$ cat src/design/gp_timer_consts.svh
/*
 * Offsets, field positions and reset values of the general purpose timer.
 * Assumes inclusion by bare name from the design file; definitions only.
 */
// Summary of operation
// - a 32-bit counter counts up or down as control selects.
// - prescale codes 0000, 0100, 1000, 1111 divide by 1, 16, 256, 32768.
// - source field 11:9 picks oscillator, core, peripheral clock or pin.
// - format field 5:4 picks binary, 23-hour or 255-hour time format.
// - first assertion of chosen source copies count; counting continues.
// - capture only while bit 17 set; bits 16:12 pick source 0 to 16.
// - in periodic mode a wrap reloads the counter from the load register.
// - any write to clear register drops timeout flag and reloads at once.
// - control bit 7 enables counting; timer is off after reset.
// - control bit 6 selects periodic, else free-running, the default.
// - control bit 8 counts up when set, down when clear, the default.
// - postscaler bits 31:24 change only with bit 23 in same write.
// - bit 19 is postscaler compare flag, bit 18 interrupt selection.
// - in low power, pin or oscillator sourced timer keeps counting.
`ifndef GP_TIMER_CONSTS_SVH
`define GP_TIMER_CONSTS_SVH

`define ADDR_RELOAD 32'hFFFF0320
`define ADDR_COUNT 32'hFFFF0324
`define ADDR_CONTROL 32'hFFFF0328
`define ADDR_CLEAR 32'hFFFF032C
`define ADDR_CAPTURE 32'hFFFF0330
`define ADDR_STATUS 32'hFFFF0334
`define ADDR_MASK 32'hFFFF0338

`define RST_WORD 32'h00000000
`define CTRL_WR_MASK 32'hFF07FFFF

`define BIT_POST_WE 23
`define BIT_POST_HIT 19
`define BIT_IRQ_SEL 18
`define BIT_CAP_EN 17
`define BIT_UP 8
`define BIT_ENABLE 7
`define BIT_PERIODIC 6
`define POST_HI 31
`define POST_LO 24
`define EVT_HI 16
`define EVT_LO 12
`define SRC_HI 11
`define SRC_LO 9
`define FMT_HI 5
`define FMT_LO 4
`define PRE_HI 3
`define PRE_LO 0

`define PRE_DIV16 4'h4
`define PRE_DIV256 4'h8
`define PRE_DIV32K 4'hF
`define MASK_DIV16 15'h000F
`define MASK_DIV256 15'h00FF
`define MASK_DIV32K 15'h7FFF

`define HUND_MAX 8'h63
`define SEXA_MAX 8'h3B
`define HOUR_DAY 8'h17
`define HOUR_LONG 8'hFF

`define STAT_TIMEOUT 0
`define STAT_CAPTURE 1
`define STAT_POST 2
`define STAT_W 3

`endif

$ cat src/design/gp_timer_pkg.sv
/*
 * Types shared by the general purpose timer.
 * Assumes the constants header is included where numbers are needed.
 */
package gp_timer_pkg;
    typedef logic [31:0] word_type;
    typedef enum logic [1:0] {FMT_BIN, FMT_RSV, FMT_DAY, FMT_LONG} format_type;
    typedef enum logic [2:0] {SRC_OSC, SRC_CORE, SRC_PERIPH, SRC_PIN,
                              SRC_NONE4, SRC_NONE5, SRC_NONE6, SRC_NONE7}
        source_type;
endpackage

$ cat src/design/gp_timer.sv
/*
 * General purpose 32-bit up/down timer with prescaler, time format,
 * capture, postscaler and a plain register port.
 * Assumes clock source levels and event inputs synchronous to clk_sys.
 */
// Chosen here: strobed register access.
`timescale 1ns/100ps
`default_nettype none
`include "gp_timer_consts.svh"

module gp_timer
#(
    parameter int CNT_W = 32,
    parameter int NUM_EVT = 17
)
(
    input wire logic clk_sys,
    input wire logic rst_b,
    input wire logic [31:0] addr,
    input wire logic [31:0] wrData,
    input wire logic wrEn,
    input wire logic rdEn,
    output logic [31:0] rdData_ff,
    input wire logic oscClk,
    input wire logic coreClk,
    input wire logic periphClk,
    input wire logic generalInputPin,
    input wire logic lowPower,
    input wire logic [NUM_EVT-1:0] irqSource,
    output logic irq_ff
);

    generate
        if (CNT_W != 32 || NUM_EVT < 1 || NUM_EVT > 32)
        begin : g_bad
            $error("gp_timer: unsupported parameters");
        end
    endgenerate

    gp_timer_pkg::word_type reload_ff;
    gp_timer_pkg::word_type count_ff;
    gp_timer_pkg::word_type capture_ff;
    gp_timer_pkg::word_type ctrl_ff;
    logic [`STAT_W-1:0] status_ff;
    logic [`STAT_W-1:0] mask_ff;
    logic [3:0] srcPrev_ff;
    logic [14:0] presCnt_ff;
    logic [7:0] postCnt_ff;
    logic [NUM_EVT-1:0] evtPrev_ff;

    logic wrReload;
    logic wrCtrl;
    logic wrClear;
    logic wrMask;
    logic rdStatus;
    logic srcRise;
    logic srcTick;
    logic preTick;
    logic [14:0] preMask;
    logic [32:0] stepVal;
    logic wrapEvt;
    logic postHit;
    logic capRise;
    logic [3:0] srcNow;
    logic [2:0] srcSel;
    logic [4:0] evtSel;
    logic [1:0] fmtSel;
    logic [NUM_EVT-1:0] evtRise;
    logic [`STAT_W-1:0] statSet;

    // register port decode
    assign wrReload = wrEn && addr == `ADDR_RELOAD;
    assign wrCtrl = wrEn && addr == `ADDR_CONTROL;
    assign wrClear = wrEn && addr == `ADDR_CLEAR;
    assign wrMask = wrEn && addr == `ADDR_MASK;
    assign rdStatus = rdEn && addr == `ADDR_STATUS;

    // control fields
    assign srcSel = ctrl_ff[`SRC_HI:`SRC_LO];
    assign evtSel = ctrl_ff[`EVT_HI:`EVT_LO];
    assign fmtSel = ctrl_ff[`FMT_HI:`FMT_LO];

    // source clock edge detection, low power gating
    assign srcNow = {generalInputPin, periphClk, coreClk, oscClk};
    always_comb
    begin
        srcRise = 1'b0;
        if (srcSel <= 3'(gp_timer_pkg::SRC_PIN))
        begin
            srcRise = srcNow[srcSel[1:0]] && !srcPrev_ff[srcSel[1:0]];
        end
    end
    assign srcTick = ctrl_ff[`BIT_ENABLE] && srcRise
        && (!lowPower
            || srcSel == 3'(gp_timer_pkg::SRC_OSC)
            || srcSel == 3'(gp_timer_pkg::SRC_PIN));

    always_ff @(posedge clk_sys or negedge rst_b)
    begin
        if (!rst_b)
        begin
            srcPrev_ff <= 4'h0;
        end
        else
        begin
            srcPrev_ff <= srcNow;
        end
    end

    // prescaler: tick when the masked low bits are all ones
    always_comb
    begin
        case (ctrl_ff[`PRE_HI:`PRE_LO])
            `PRE_DIV16: preMask = `MASK_DIV16;
            `PRE_DIV256: preMask = `MASK_DIV256;
            `PRE_DIV32K: preMask = `MASK_DIV32K;
            default: preMask = 15'h0000;
        endcase
    end
    assign preTick = srcTick && ((presCnt_ff & preMask) == preMask);

    always_ff @(posedge clk_sys or negedge rst_b)
    begin
        if (!rst_b)
        begin
            presCnt_ff <= 15'h0000;
        end
        else if (wrClear || wrCtrl)
        begin
            presCnt_ff <= 15'h0000;
        end
        else if (srcTick)
        begin
            presCnt_ff <= presCnt_ff + 15'h0001;
        end
    end

    // one count step in binary or time format; msb flags the wrap
    function automatic logic [32:0] stepFn(input logic [31:0] v,
        input logic up, input logic [1:0] fmt);
        logic [7:0] hr;
        logic [7:0] mn;
        logic [7:0] sc;
        logic [7:0] hu;
        logic [7:0] hrMax;
        logic wrap;
        hr = v[31:24];
        mn = v[23:16];
        sc = v[15:8];
        hu = v[7:0];
        hrMax = (fmt == 2'(gp_timer_pkg::FMT_DAY)) ? `HOUR_DAY : `HOUR_LONG;
        wrap = 1'b0;
        if (fmt != 2'(gp_timer_pkg::FMT_DAY)
            && fmt != 2'(gp_timer_pkg::FMT_LONG))
        begin
            if (up)
            begin
                wrap = (v == 32'hFFFFFFFF);
                v = v + 32'h00000001;
            end
            else
            begin
                wrap = (v == 32'h00000000);
                v = v - 32'h00000001;
            end
            stepFn = {wrap, v};
        end
        else if (up)
        begin
            if (hu < `HUND_MAX) hu = hu + 8'h01;
            else
            begin
                hu = 8'h00;
                if (sc < `SEXA_MAX) sc = sc + 8'h01;
                else
                begin
                    sc = 8'h00;
                    if (mn < `SEXA_MAX) mn = mn + 8'h01;
                    else
                    begin
                        mn = 8'h00;
                        if (hr < hrMax) hr = hr + 8'h01;
                        else
                        begin
                            hr = 8'h00;
                            wrap = 1'b1;
                        end
                    end
                end
            end
            stepFn = {wrap, hr, mn, sc, hu};
        end
        else
        begin
            if (hu != 8'h00 && hu <= `HUND_MAX) hu = hu - 8'h01;
            else
            begin
                hu = `HUND_MAX;
                if (sc != 8'h00 && sc <= `SEXA_MAX) sc = sc - 8'h01;
                else
                begin
                    sc = `SEXA_MAX;
                    if (mn != 8'h00 && mn <= `SEXA_MAX) mn = mn - 8'h01;
                    else
                    begin
                        mn = `SEXA_MAX;
                        if (hr != 8'h00 && hr <= hrMax) hr = hr - 8'h01;
                        else
                        begin
                            hr = hrMax;
                            wrap = 1'b1;
                        end
                    end
                end
            end
            stepFn = {wrap, hr, mn, sc, hu};
        end
    endfunction

    assign stepVal = stepFn(count_ff, ctrl_ff[`BIT_UP], fmtSel);
    assign wrapEvt = preTick && stepVal[32];

    // counter: clear write reloads first, then wrap, then step
    always_ff @(posedge clk_sys or negedge rst_b)
    begin
        if (!rst_b)
        begin
            count_ff <= `RST_WORD;
        end
        else if (wrClear)
        begin
            count_ff <= reload_ff;
        end
        else if (wrapEvt && ctrl_ff[`BIT_PERIODIC])
        begin
            count_ff <= reload_ff;
        end
        else if (preTick)
        begin
            count_ff <= stepVal[31:0];
        end
    end

    // load register
    always_ff @(posedge clk_sys or negedge rst_b)
    begin
        if (!rst_b)
        begin
            reload_ff <= `RST_WORD;
        end
        else if (wrReload)
        begin
            reload_ff <= wrData;
        end
    end

    // control register; postscaler field guarded by its write enable
    always_ff @(posedge clk_sys or negedge rst_b)
    begin
        if (!rst_b)
        begin
            ctrl_ff <= `RST_WORD;
        end
        else
        begin
            if (wrCtrl)
            begin
                ctrl_ff[`BIT_IRQ_SEL:0] <= wrData[`BIT_IRQ_SEL:0];
                if (wrData[`BIT_POST_WE])
                begin
                    ctrl_ff[`POST_HI:`POST_LO] <= wrData[`POST_HI:`POST_LO];
                end
            end
            // compare flag: set wins over clear write
            if (postHit)
            begin
                ctrl_ff[`BIT_POST_HIT] <= 1'b1;
            end
            else if (wrClear)
            begin
                ctrl_ff[`BIT_POST_HIT] <= 1'b0;
            end
        end
    end

    // postscaler: counts wraps, hits when it reaches the programmed value
    assign postHit = wrapEvt && (postCnt_ff == ctrl_ff[`POST_HI:`POST_LO]);
    always_ff @(posedge clk_sys or negedge rst_b)
    begin
        if (!rst_b)
        begin
            postCnt_ff <= 8'h00;
        end
        else if (postHit || wrClear)
        begin
            postCnt_ff <= 8'h00;
        end
        else if (wrapEvt)
        begin
            postCnt_ff <= postCnt_ff + 8'h01;
        end
    end

    // capture on first assertion of the selected event
    assign evtRise = irqSource & ~evtPrev_ff;
    assign capRise = ctrl_ff[`BIT_CAP_EN] && 6'(evtSel) < 6'(NUM_EVT)
        && evtRise[evtSel];
    always_ff @(posedge clk_sys or negedge rst_b)
    begin
        if (!rst_b)
        begin
            evtPrev_ff <= '0;
            capture_ff <= `RST_WORD;
        end
        else
        begin
            evtPrev_ff <= irqSource;
            if (capRise)
            begin
                capture_ff <= count_ff;
            end
        end
    end

    // sticky status: timeout clears on clear write, others on read
    assign statSet[`STAT_TIMEOUT] = ctrl_ff[`BIT_IRQ_SEL] ? postHit : wrapEvt;
    assign statSet[`STAT_CAPTURE] = capRise;
    assign statSet[`STAT_POST] = postHit;
    always_ff @(posedge clk_sys or negedge rst_b)
    begin
        if (!rst_b)
        begin
            status_ff <= '0;
        end
        else
        begin
            if (statSet[`STAT_TIMEOUT])
            begin
                status_ff[`STAT_TIMEOUT] <= 1'b1;
            end
            else if (wrClear)
            begin
                status_ff[`STAT_TIMEOUT] <= 1'b0;
            end
            for (int i = 1; i < `STAT_W; i++)
            begin
                if (statSet[i])
                begin
                    status_ff[i] <= 1'b1;
                end
                else if (rdStatus)
                begin
                    status_ff[i] <= 1'b0;
                end
            end
        end
    end

    // mask register and interrupt output
    always_ff @(posedge clk_sys or negedge rst_b)
    begin
        if (!rst_b)
        begin
            mask_ff <= '0;
            irq_ff <= 1'b0;
        end
        else
        begin
            if (wrMask)
            begin
                mask_ff <= wrData[`STAT_W-1:0];
            end
            irq_ff <= |(status_ff & mask_ff);
        end
    end

    // read data, one cycle after the strobe
    always_ff @(posedge clk_sys or negedge rst_b)
    begin
        if (!rst_b)
        begin
            rdData_ff <= `RST_WORD;
        end
        else if (rdEn)
        begin
            case (addr)
                `ADDR_RELOAD: rdData_ff <= reload_ff;
                `ADDR_COUNT: rdData_ff <= count_ff;
                `ADDR_CONTROL: rdData_ff <= ctrl_ff & `CTRL_WR_MASK
                    | (32'(ctrl_ff[`BIT_POST_HIT]) << `BIT_POST_HIT);
                `ADDR_CAPTURE: rdData_ff <= capture_ff;
                `ADDR_STATUS: rdData_ff <= 32'(status_ff);
                `ADDR_MASK: rdData_ff <= 32'(mask_ff);
                default: rdData_ff <= `RST_WORD;
            endcase
        end
        else
        begin
            rdData_ff <= `RST_WORD;
        end
    end
endmodule
`default_nettype wire

$ cat config.mk
export PLATFORM = sky130hd
export DESIGN_NAME = gp_timer
export DESIGN_NICKNAME = d
export VERILOG_FILES = /design/src/design/gp_timer_pkg.sv /design/src/design/gp_timer.sv
export VERILOG_INCLUDE_DIRS = /design/src /design/src/design
export SDC_FILE = /design/constraint.sdc
export NUM_CORES = 1
export LEC_CHECK = 0
export BUFFER_PORTS_ARGS = -buffer_cell sky130_fd_sc_hd__buf_4
export CORE_ASPECT_RATIO = 1.25
export CORE_MARGIN = 4
export CORE_UTILIZATION = 25
export DETAILED_ROUTE_END_ITERATION = 12
export GPL_TIMING_DRIVEN = 1
export SETUP_SLACK_MARGIN = 0.1
export SYNTH_ARGS = -nofsm -noshare
export SYNTH_HDL_FRONTEND = slang
export SYNTH_SLANG_ARGS = --single-unit
export TNS_END_PERCENT = 1
$ cat constraint.sdc
create_clock -name clk_sys -period 4.1 [get_ports clk_sys]
set_input_delay 0.82 -clock clk_sys [delete_from_list [all_inputs] [get_ports clk_sys]]
set_output_delay 0.82 -clock clk_sys [all_outputs]
set_load 0.005 [all_outputs]
**Yosys cells after proc, flatten, opt, wreduce, memory -nomap -nowiden**

Index checks and enable logic that the tools add are counted.

- Word-level logic and storage cells: 171
- Bits of input ports: 90
- Flip-flop bits (word level): 207
- Output and inout bits: 33

- Equal/unequal tests: 23
- Multiplexer cells: 57
- Bitwise operators: 5
- Magnitude comparators: 12
- Reduce and logical (&&, ||, !) cells: 43
- $add $sub $neg: 12

Operators by type and width:

| cell | count |
|---|---|
| 32-bit == test, second input constant | 8 |
| 32-bit one-hot mux with 6 select lines | 1 |
| 8-bit 2-to-1 mux | 23 |
| 32-bit 2-to-1 mux | 5 |
| 33-bit 2-to-1 mux | 2 |
| 15-bit one-hot mux with 3 select lines | 1 |
| 8-bit by 1-bit adder with 8-bit output, second input constant | 5 |
| 32-bit by 1-bit adder with 32-bit output, second input constant | 1 |
| 32-bit zero test | 1 |
| 32-bit by 20-bit bitwise OR with 32-bit output | 1 |
| 8-bit nonzero test | 4 |
| 32-bit by 1-bit subtractor with 32-bit output, second input constant | 1 |
| 8-bit by 1-bit subtractor with 8-bit output, second input constant | 4 |
| 15-bit 2-to-1 mux | 2 |
| 5-bit by 4-bit != test with 1-bit output, second input constant | 6 |
| 1-bit 2-to-1 mux | 20 |
| 1-bit logical AND | 19 |
| 17-bit AND | 1 |
| 17-bit inverter | 1 |
| 8-bit by 6-bit <= comparator with 1-bit output, second input constant | 2 |
| 8-bit by 6-bit < comparator with 1-bit output, second input constant | 2 |
| 15-bit by 1-bit adder with 15-bit output, second input constant | 1 |
| 15-bit AND | 1 |
| 15-bit == test | 1 |
| other kinds (27) | 39 |

**Logic depth before layout (Yosys ltp)**

- Word-level depth: 14
- Gate-level depth with buffers: 13
- Mapped depth without buffers: 11

**Worst setup path before layout**

No wires, ideal clock.

- Path type: register -> register
- Start point: register ctrl_ff[8]
- End point: register count_ff[26]
- Cell stages (with the launch flop): 11
- Data required time: 3.980 ns
- Path slack: 0.971 ns
- Path buffers: 0
- Data arrival time: 3.010 ns
- Period minus slack after synthesis: 3.129 ns
- Setup time: 0.120 ns
- Cell sequence: dfrtp_1 inv_2 ha_1 a21oi_1 o221ai_1 a311oi_2 o21ai_1 o211a_1 or3_1 a31o_1 a31o_1

- Cells in the longest elaborated chain, start to end: 6
- Elaborated cells between the ends (all ways): 17
- Those cells by class: eq/ne: 6; mux: 7; reduce/logical: 4

Ends and longest elaborated chain:

| what | RTL line | text |
|---|---|---|
| from (decl) | gp_timer.sv:43 | `gp_timer_pkg::word_type ctrl_ff;` |
| from (signal assigned) | gp_timer.sv:262 | `` ctrl_ff <= `RST_WORD; `` |
| from (signal, indexed assignment) | gp_timer.sv:268 | `` ctrl_ff[`BIT_IRQ_SEL:0] <= wrData[`BIT_IRQ_SEL:0]; `` |
| from (signal, indexed assignment) | gp_timer.sv:271 | `` ctrl_ff[`POST_HI:`POST_LO] <= wrData[`POST_HI:`POST_LO]; `` |
| 33-bit 2-to-1 mux / 1-bit 2-to-1 mux (equally long branches) | gp_timer.sv:168, gp_timer.sv:156 |  |
| 33-bit 2-to-1 mux | gp_timer.sv:153 | `if (fmt != 2'(gp_timer_pkg::FMT_DAY)` |
| 1-bit logical AND | gp_timer.sv:221 | `assign wrapEvt = preTick && stepVal[32];` |
| 1-bit logical AND | gp_timer.sv:234 | `` else if (wrapEvt && ctrl_ff[`BIT_PERIODIC]) `` |
| 5-bit by 4-bit != test with 1-bit output (no source line) (tied with other cells) | n/a |  |
| 7-bit AND reduction (no source line) / 32-bit 2-to-1 mux (equally long branches) | n/a |  |
| to (signal assigned) | gp_timer.sv:232 | `count_ff <= reload_ff;` |
| to (signal assigned) | gp_timer.sv:236 | `count_ff <= reload_ff;` |
| to (signal assigned) | gp_timer.sv:240 | `count_ff <= stepVal[31:0];` |
| to (decl) | gp_timer.sv:41 | `gp_timer_pkg::word_type count_ff;` |

Parallel ways exist; a longest one is shown, timed or not. The select of a mux whose other input is x is not followed.
A chain may end at the register's enable or synchronous reset.

**Worst setup path after layout**

- Start point: register count_ff[0]
- End point: register count_ff[30]

- Cells in the longest elaborated chain, start to end: 9
- Elaborated cells between the ends (all ways): 27
- Those cells by class: add/sub: 2; order compare: 2; eq/ne: 7; mux: 9; reduce/logical: 7

Ends and longest elaborated chain:

| what | RTL line | text |
|---|---|---|
| from (signal assigned) | gp_timer.sv:228 | `` count_ff <= `RST_WORD; `` |
| from (signal assigned) | gp_timer.sv:232 |  |
| from (signal assigned) | gp_timer.sv:236 |  |
| 8-bit by 7-bit <= comparator with 1-bit output (no source line) / 8-bit nonzero test (equally long branches) | n/a |  |
| 1-bit logical AND (no source line) | n/a |  |
| 1-bit 2-to-1 mux | gp_timer.sv:195 | `` if (hu != 8'h00 && hu <= `HUND_MAX) hu = hu - 8'h01; `` |
| 33-bit 2-to-1 mux | gp_timer.sv:168 | `else if (up)` |
| 33-bit 2-to-1 mux | gp_timer.sv:153 |  |
| 1-bit logical AND | gp_timer.sv:221 |  |
| 1-bit logical AND | gp_timer.sv:234 |  |
| 5-bit by 4-bit != test with 1-bit output (no source line) (tied with other cells) | n/a |  |
| 7-bit AND reduction (no source line) / 32-bit 2-to-1 mux (equally long branches) | n/a |  |

Parallel ways exist; a longest one is shown, timed or not. The select of a mux whose other input is x is not followed.

==> flow_summary_export.csv <==
group,metric,value,unit
setup_path,r2r-end,"count_ff[30]$_DFFE_PN0P_",
die,row_count,91,
layout,fin_nets,1584,
grt,overflow,0,
setup_path,r2r_cells,9,
setup_path,path_cells,"clkinv_1, ha_1, nor3b_1, a211oi_2, nand4b_1, o311ai_1, a41o_1, a2111oi_0, a21oi_1",
cts,clk_path_buf_depth,3,
timing,max_freq,263,MHz
cts,cts_resized,0,
cts,cts_sinks,207,
synth,ys_types,85,
synth,yosys.cell_count.top_type,"dfrtp_1",
placed_design,dp_hpwl,28.2,mm
layout,area_delta_synth_final,20.1,%
synth,synth_warnings,0,
synth,yosys.area.top_type,"dfrtp_1",
flow_run,maxCapViolCount,0,
cts,hold_buffers,0,
die,start_util,25.4,%
power_and_ir_drop,p_switching,0.975,mW
power_and_ir_drop,ir_worst_vdd,0.000277,V
grt,antenna_found_initial,0,
routing,wire_per_inst,18.1,um
placed_design,placed_cell_area,14300,um^2
timing,setup_tns,0,ns
routing,drc,0,
synth,yosys.area.top_type_share,41.1,%
grt,grt_pass1_wl,61.1,mm
placed_design,place.gp.congestion,0.922,
layout,final_area,15100,um^2
cts,clk_latency,0.52,ns
routing,antenna_left,0,
grt,grt_max_degree,91,
setup_path,crit_fanout,13,
setup_path,crit_arrival,4.18,ns
setup_path,worstReg2RegStart,"count_ff[0]$_DFFE_PN0P_",
routing,num_vias,11083,
die,core-area,49600,um^2
cts,cts_buffers,23,
routing,drt-total-wl,38.5,mm
layout,antenna_cells,0,
synth,yosys-top-cells-count,"dfrtp_1, nand2_1, nor2_1",
timing,relSlewSlack,45.3,%
power_and_ir_drop,p_clk_share,48.9,%
synth,netlist_area,12600,um^2
power_and_ir_drop,leakage,6.72,nW
die,die_area,54000,um^2
power_and_ir_drop,switching_share,22.3,%
routing,via_per_inst,5.23,
synth,synth-seq-area-share,41.1,%
timing,hold_violations,0,
grt,grt_usage,13.6,%
cts,post_cts_buffers,0,
layout,drive_gt1_share,19.1,%
timing,skew,0.0130,ns
routing,drt_pass1_iterations,6,
die,die_h,259,um
setup_path,r2r_slack,0.29,ns
cts,cts_root_buf,"clkbuf_16",
routing,drt_iter0_drc,946,
power_and_ir_drop,power.share.sequential,47.1,%
cts,clk_pin_slew,0.07,ns
timing,layout_min_cycle_time,3.81,ns
cts,cts_tree,"yes",
power_and_ir_drop,power_frac_comb,4.0,%
setup_path,slowest_delay,0.59,ns
power_and_ir_drop,power_density,289,nW/um^2
hold_path,hold_path_class,"in -> async",
synth,synth-edff-count,0,
timing,rsz0062_at_grt,"no",
synth,synth_fp_nets,1480,
setup_path,end_kind,"flop",
status,outcome,"complete, no violations",
setup_path,cp.required,4.47,ns
die,die_w,209,um
setup_path,path_class,"reg -> reg",
timing,period_share,92.8,%
synth,avgSynthCellArea,9.34,um^2
die,ios,123,
cts,cts.htree.levels,1,
power_and_ir_drop,intPower,3.39,mW
synth,synth_top_flop_cell,"dfrtp_1",
timing,setup_violations,0,
synth,yosys-top-cells-area,"dfrtp_1, mux2_2, ha_1",
synth,async_flop_share,100,%
setup_path,startpoint_type,"flop",
grt,grt_pass1_vias,11106,
synth,postSynthCellCount,1348,
timing,worst_slew_pin_slew,0.818,ns
placed_design,portBuffers,122,
synth,synth-seq-cells,207,
setup_path,worst_path_max_delay_cell,"dfrtp_1",
timing,drv_slew,0,
## worst max-delay path: cells and delay by family (launching register included)
kind	cells	cell delay [ns]
AND/OR/NAND/NOR	2	0.35
adder cells (fa/ha/maj)	1	0.31
flip-flops	1	0.59
buffers and inverters	1	0.38
AO/OA/AOI/OAI	5	2.02
## final cells by class
class	instances	area (um^2)
Timing Repair Buffer	161	1240
Tap cell	651	815
Clock buffer	27	611
Clock inverter	14	164
Fill cell	5224	34500
Sequential cell	207	5180
Multi-Input combinational cell	1036	7020
Inverter	23	86.3
## worst max path at each step
stage	slack, ns	startpoint	cells past startpoint	endpoint
after detailed placement	0.47	count_ff[0]$_DFFE_PN0P_	10	count_ff[20]$_DFFE_PN0P_
after floorplan	0.97	ctrl_ff[8]$_DFFE_PN0P_	10	count_ff[26]$_DFFE_PN0P_
after global placement	0.48	count_ff[0]$_DFFE_PN0P_	10	count_ff[20]$_DFFE_PN0P_
after global routing	0.14	count_ff[0]$_DFFE_PN0P_	9	count_ff[30]$_DFFE_PN0P_
final	0.29	count_ff[0]$_DFFE_PN0P_	9	count_ff[30]$_DFFE_PN0P_
after CTS	0.43	count_ff[0]$_DFFE_PN0P_	10	count_ff[20]$_DFFE_PN0P_
## through the flow
step	power, mW	hold WS (ns)	setup WS, ns	cells	util, %
6_report	4.37	0.366	0.293	2119	30.4
5_1_grt	4.51	0.401	0.143	2119	30.4
4_1_cts	4.42	0.399	0.435	2119	30.4
3_5_place_dp	2.27	0.471	0.467	2078	28.9
3_3_place_gp	2.27	0.467	0.478	2078	28.9
2_1_floorplan	2.13	0.447	0.971	1348	-
## registers in the layout, indices dropped and copies added, names as in the netlist
signal	count
irq_ff	1
postCnt_ff	8
capture_ff	32
count_ff	32
ctrl_ff	28
reload_ff	32
status_ff	3
evtPrev_ff	17
presCnt_ff	15
rdData_ff	32
srcPrev_ff	4
mask_ff	3
## per-layer routing
layer	global-route usage [%]	part of all wire (%)	up-vias
met1	18.0	43	5423
met5	0	0	-
met2	23.2	48	427
met3	1.65	5.8	80
li1	-	-	5153
met4	4.15	3.2	0
## cell families after synthesis
group,count (synthesis),share of synthesized area [%]
xor+xnor,63,4.38
buf+inv,105,3.46
flops,207,41.1
mux,132,11.6
fa+ha+maj,42,4.23
simple gates,435,16.7
compound gates,364,18.5
## power by group through the flow
stage          sequential (mW)  clock (mW)  combinational [mW]
6_report                  2.06        2.14               0.173
3_3_place_gp              2.09           0               0.174
2_1_floorplan             2.09           0              0.0383
5_1_grt                   2.06        2.26               0.191
3_5_place_dp              2.09           0               0.176
4_1_cts                   2.06        2.19               0.176
## cells in the final DEF (no fill, tap or decap), drive strengths merged, types with 8 or more instances in the layout
master and count:
dfrtp 207, buf 160, nand2 134, o21ai 118
nor2 116, mux2 88, a21oi 75, xnor2 43
mux2i 42, ha 41, nand3 38, a22oi 30
clkbuf 28, nor3 26, inv 24, nand4 22
xor2 20, nor2b 16, o211ai 14, a31oi 13
a211oi 13, and3 12, or3 12, and2 11
o21a 10, nand2b 9, a221oi 9, a21o 9
nor4 9, nor3b 9, a32oi 8, o22ai 8
Note: power is estimated with default switching activity, not from simulation.
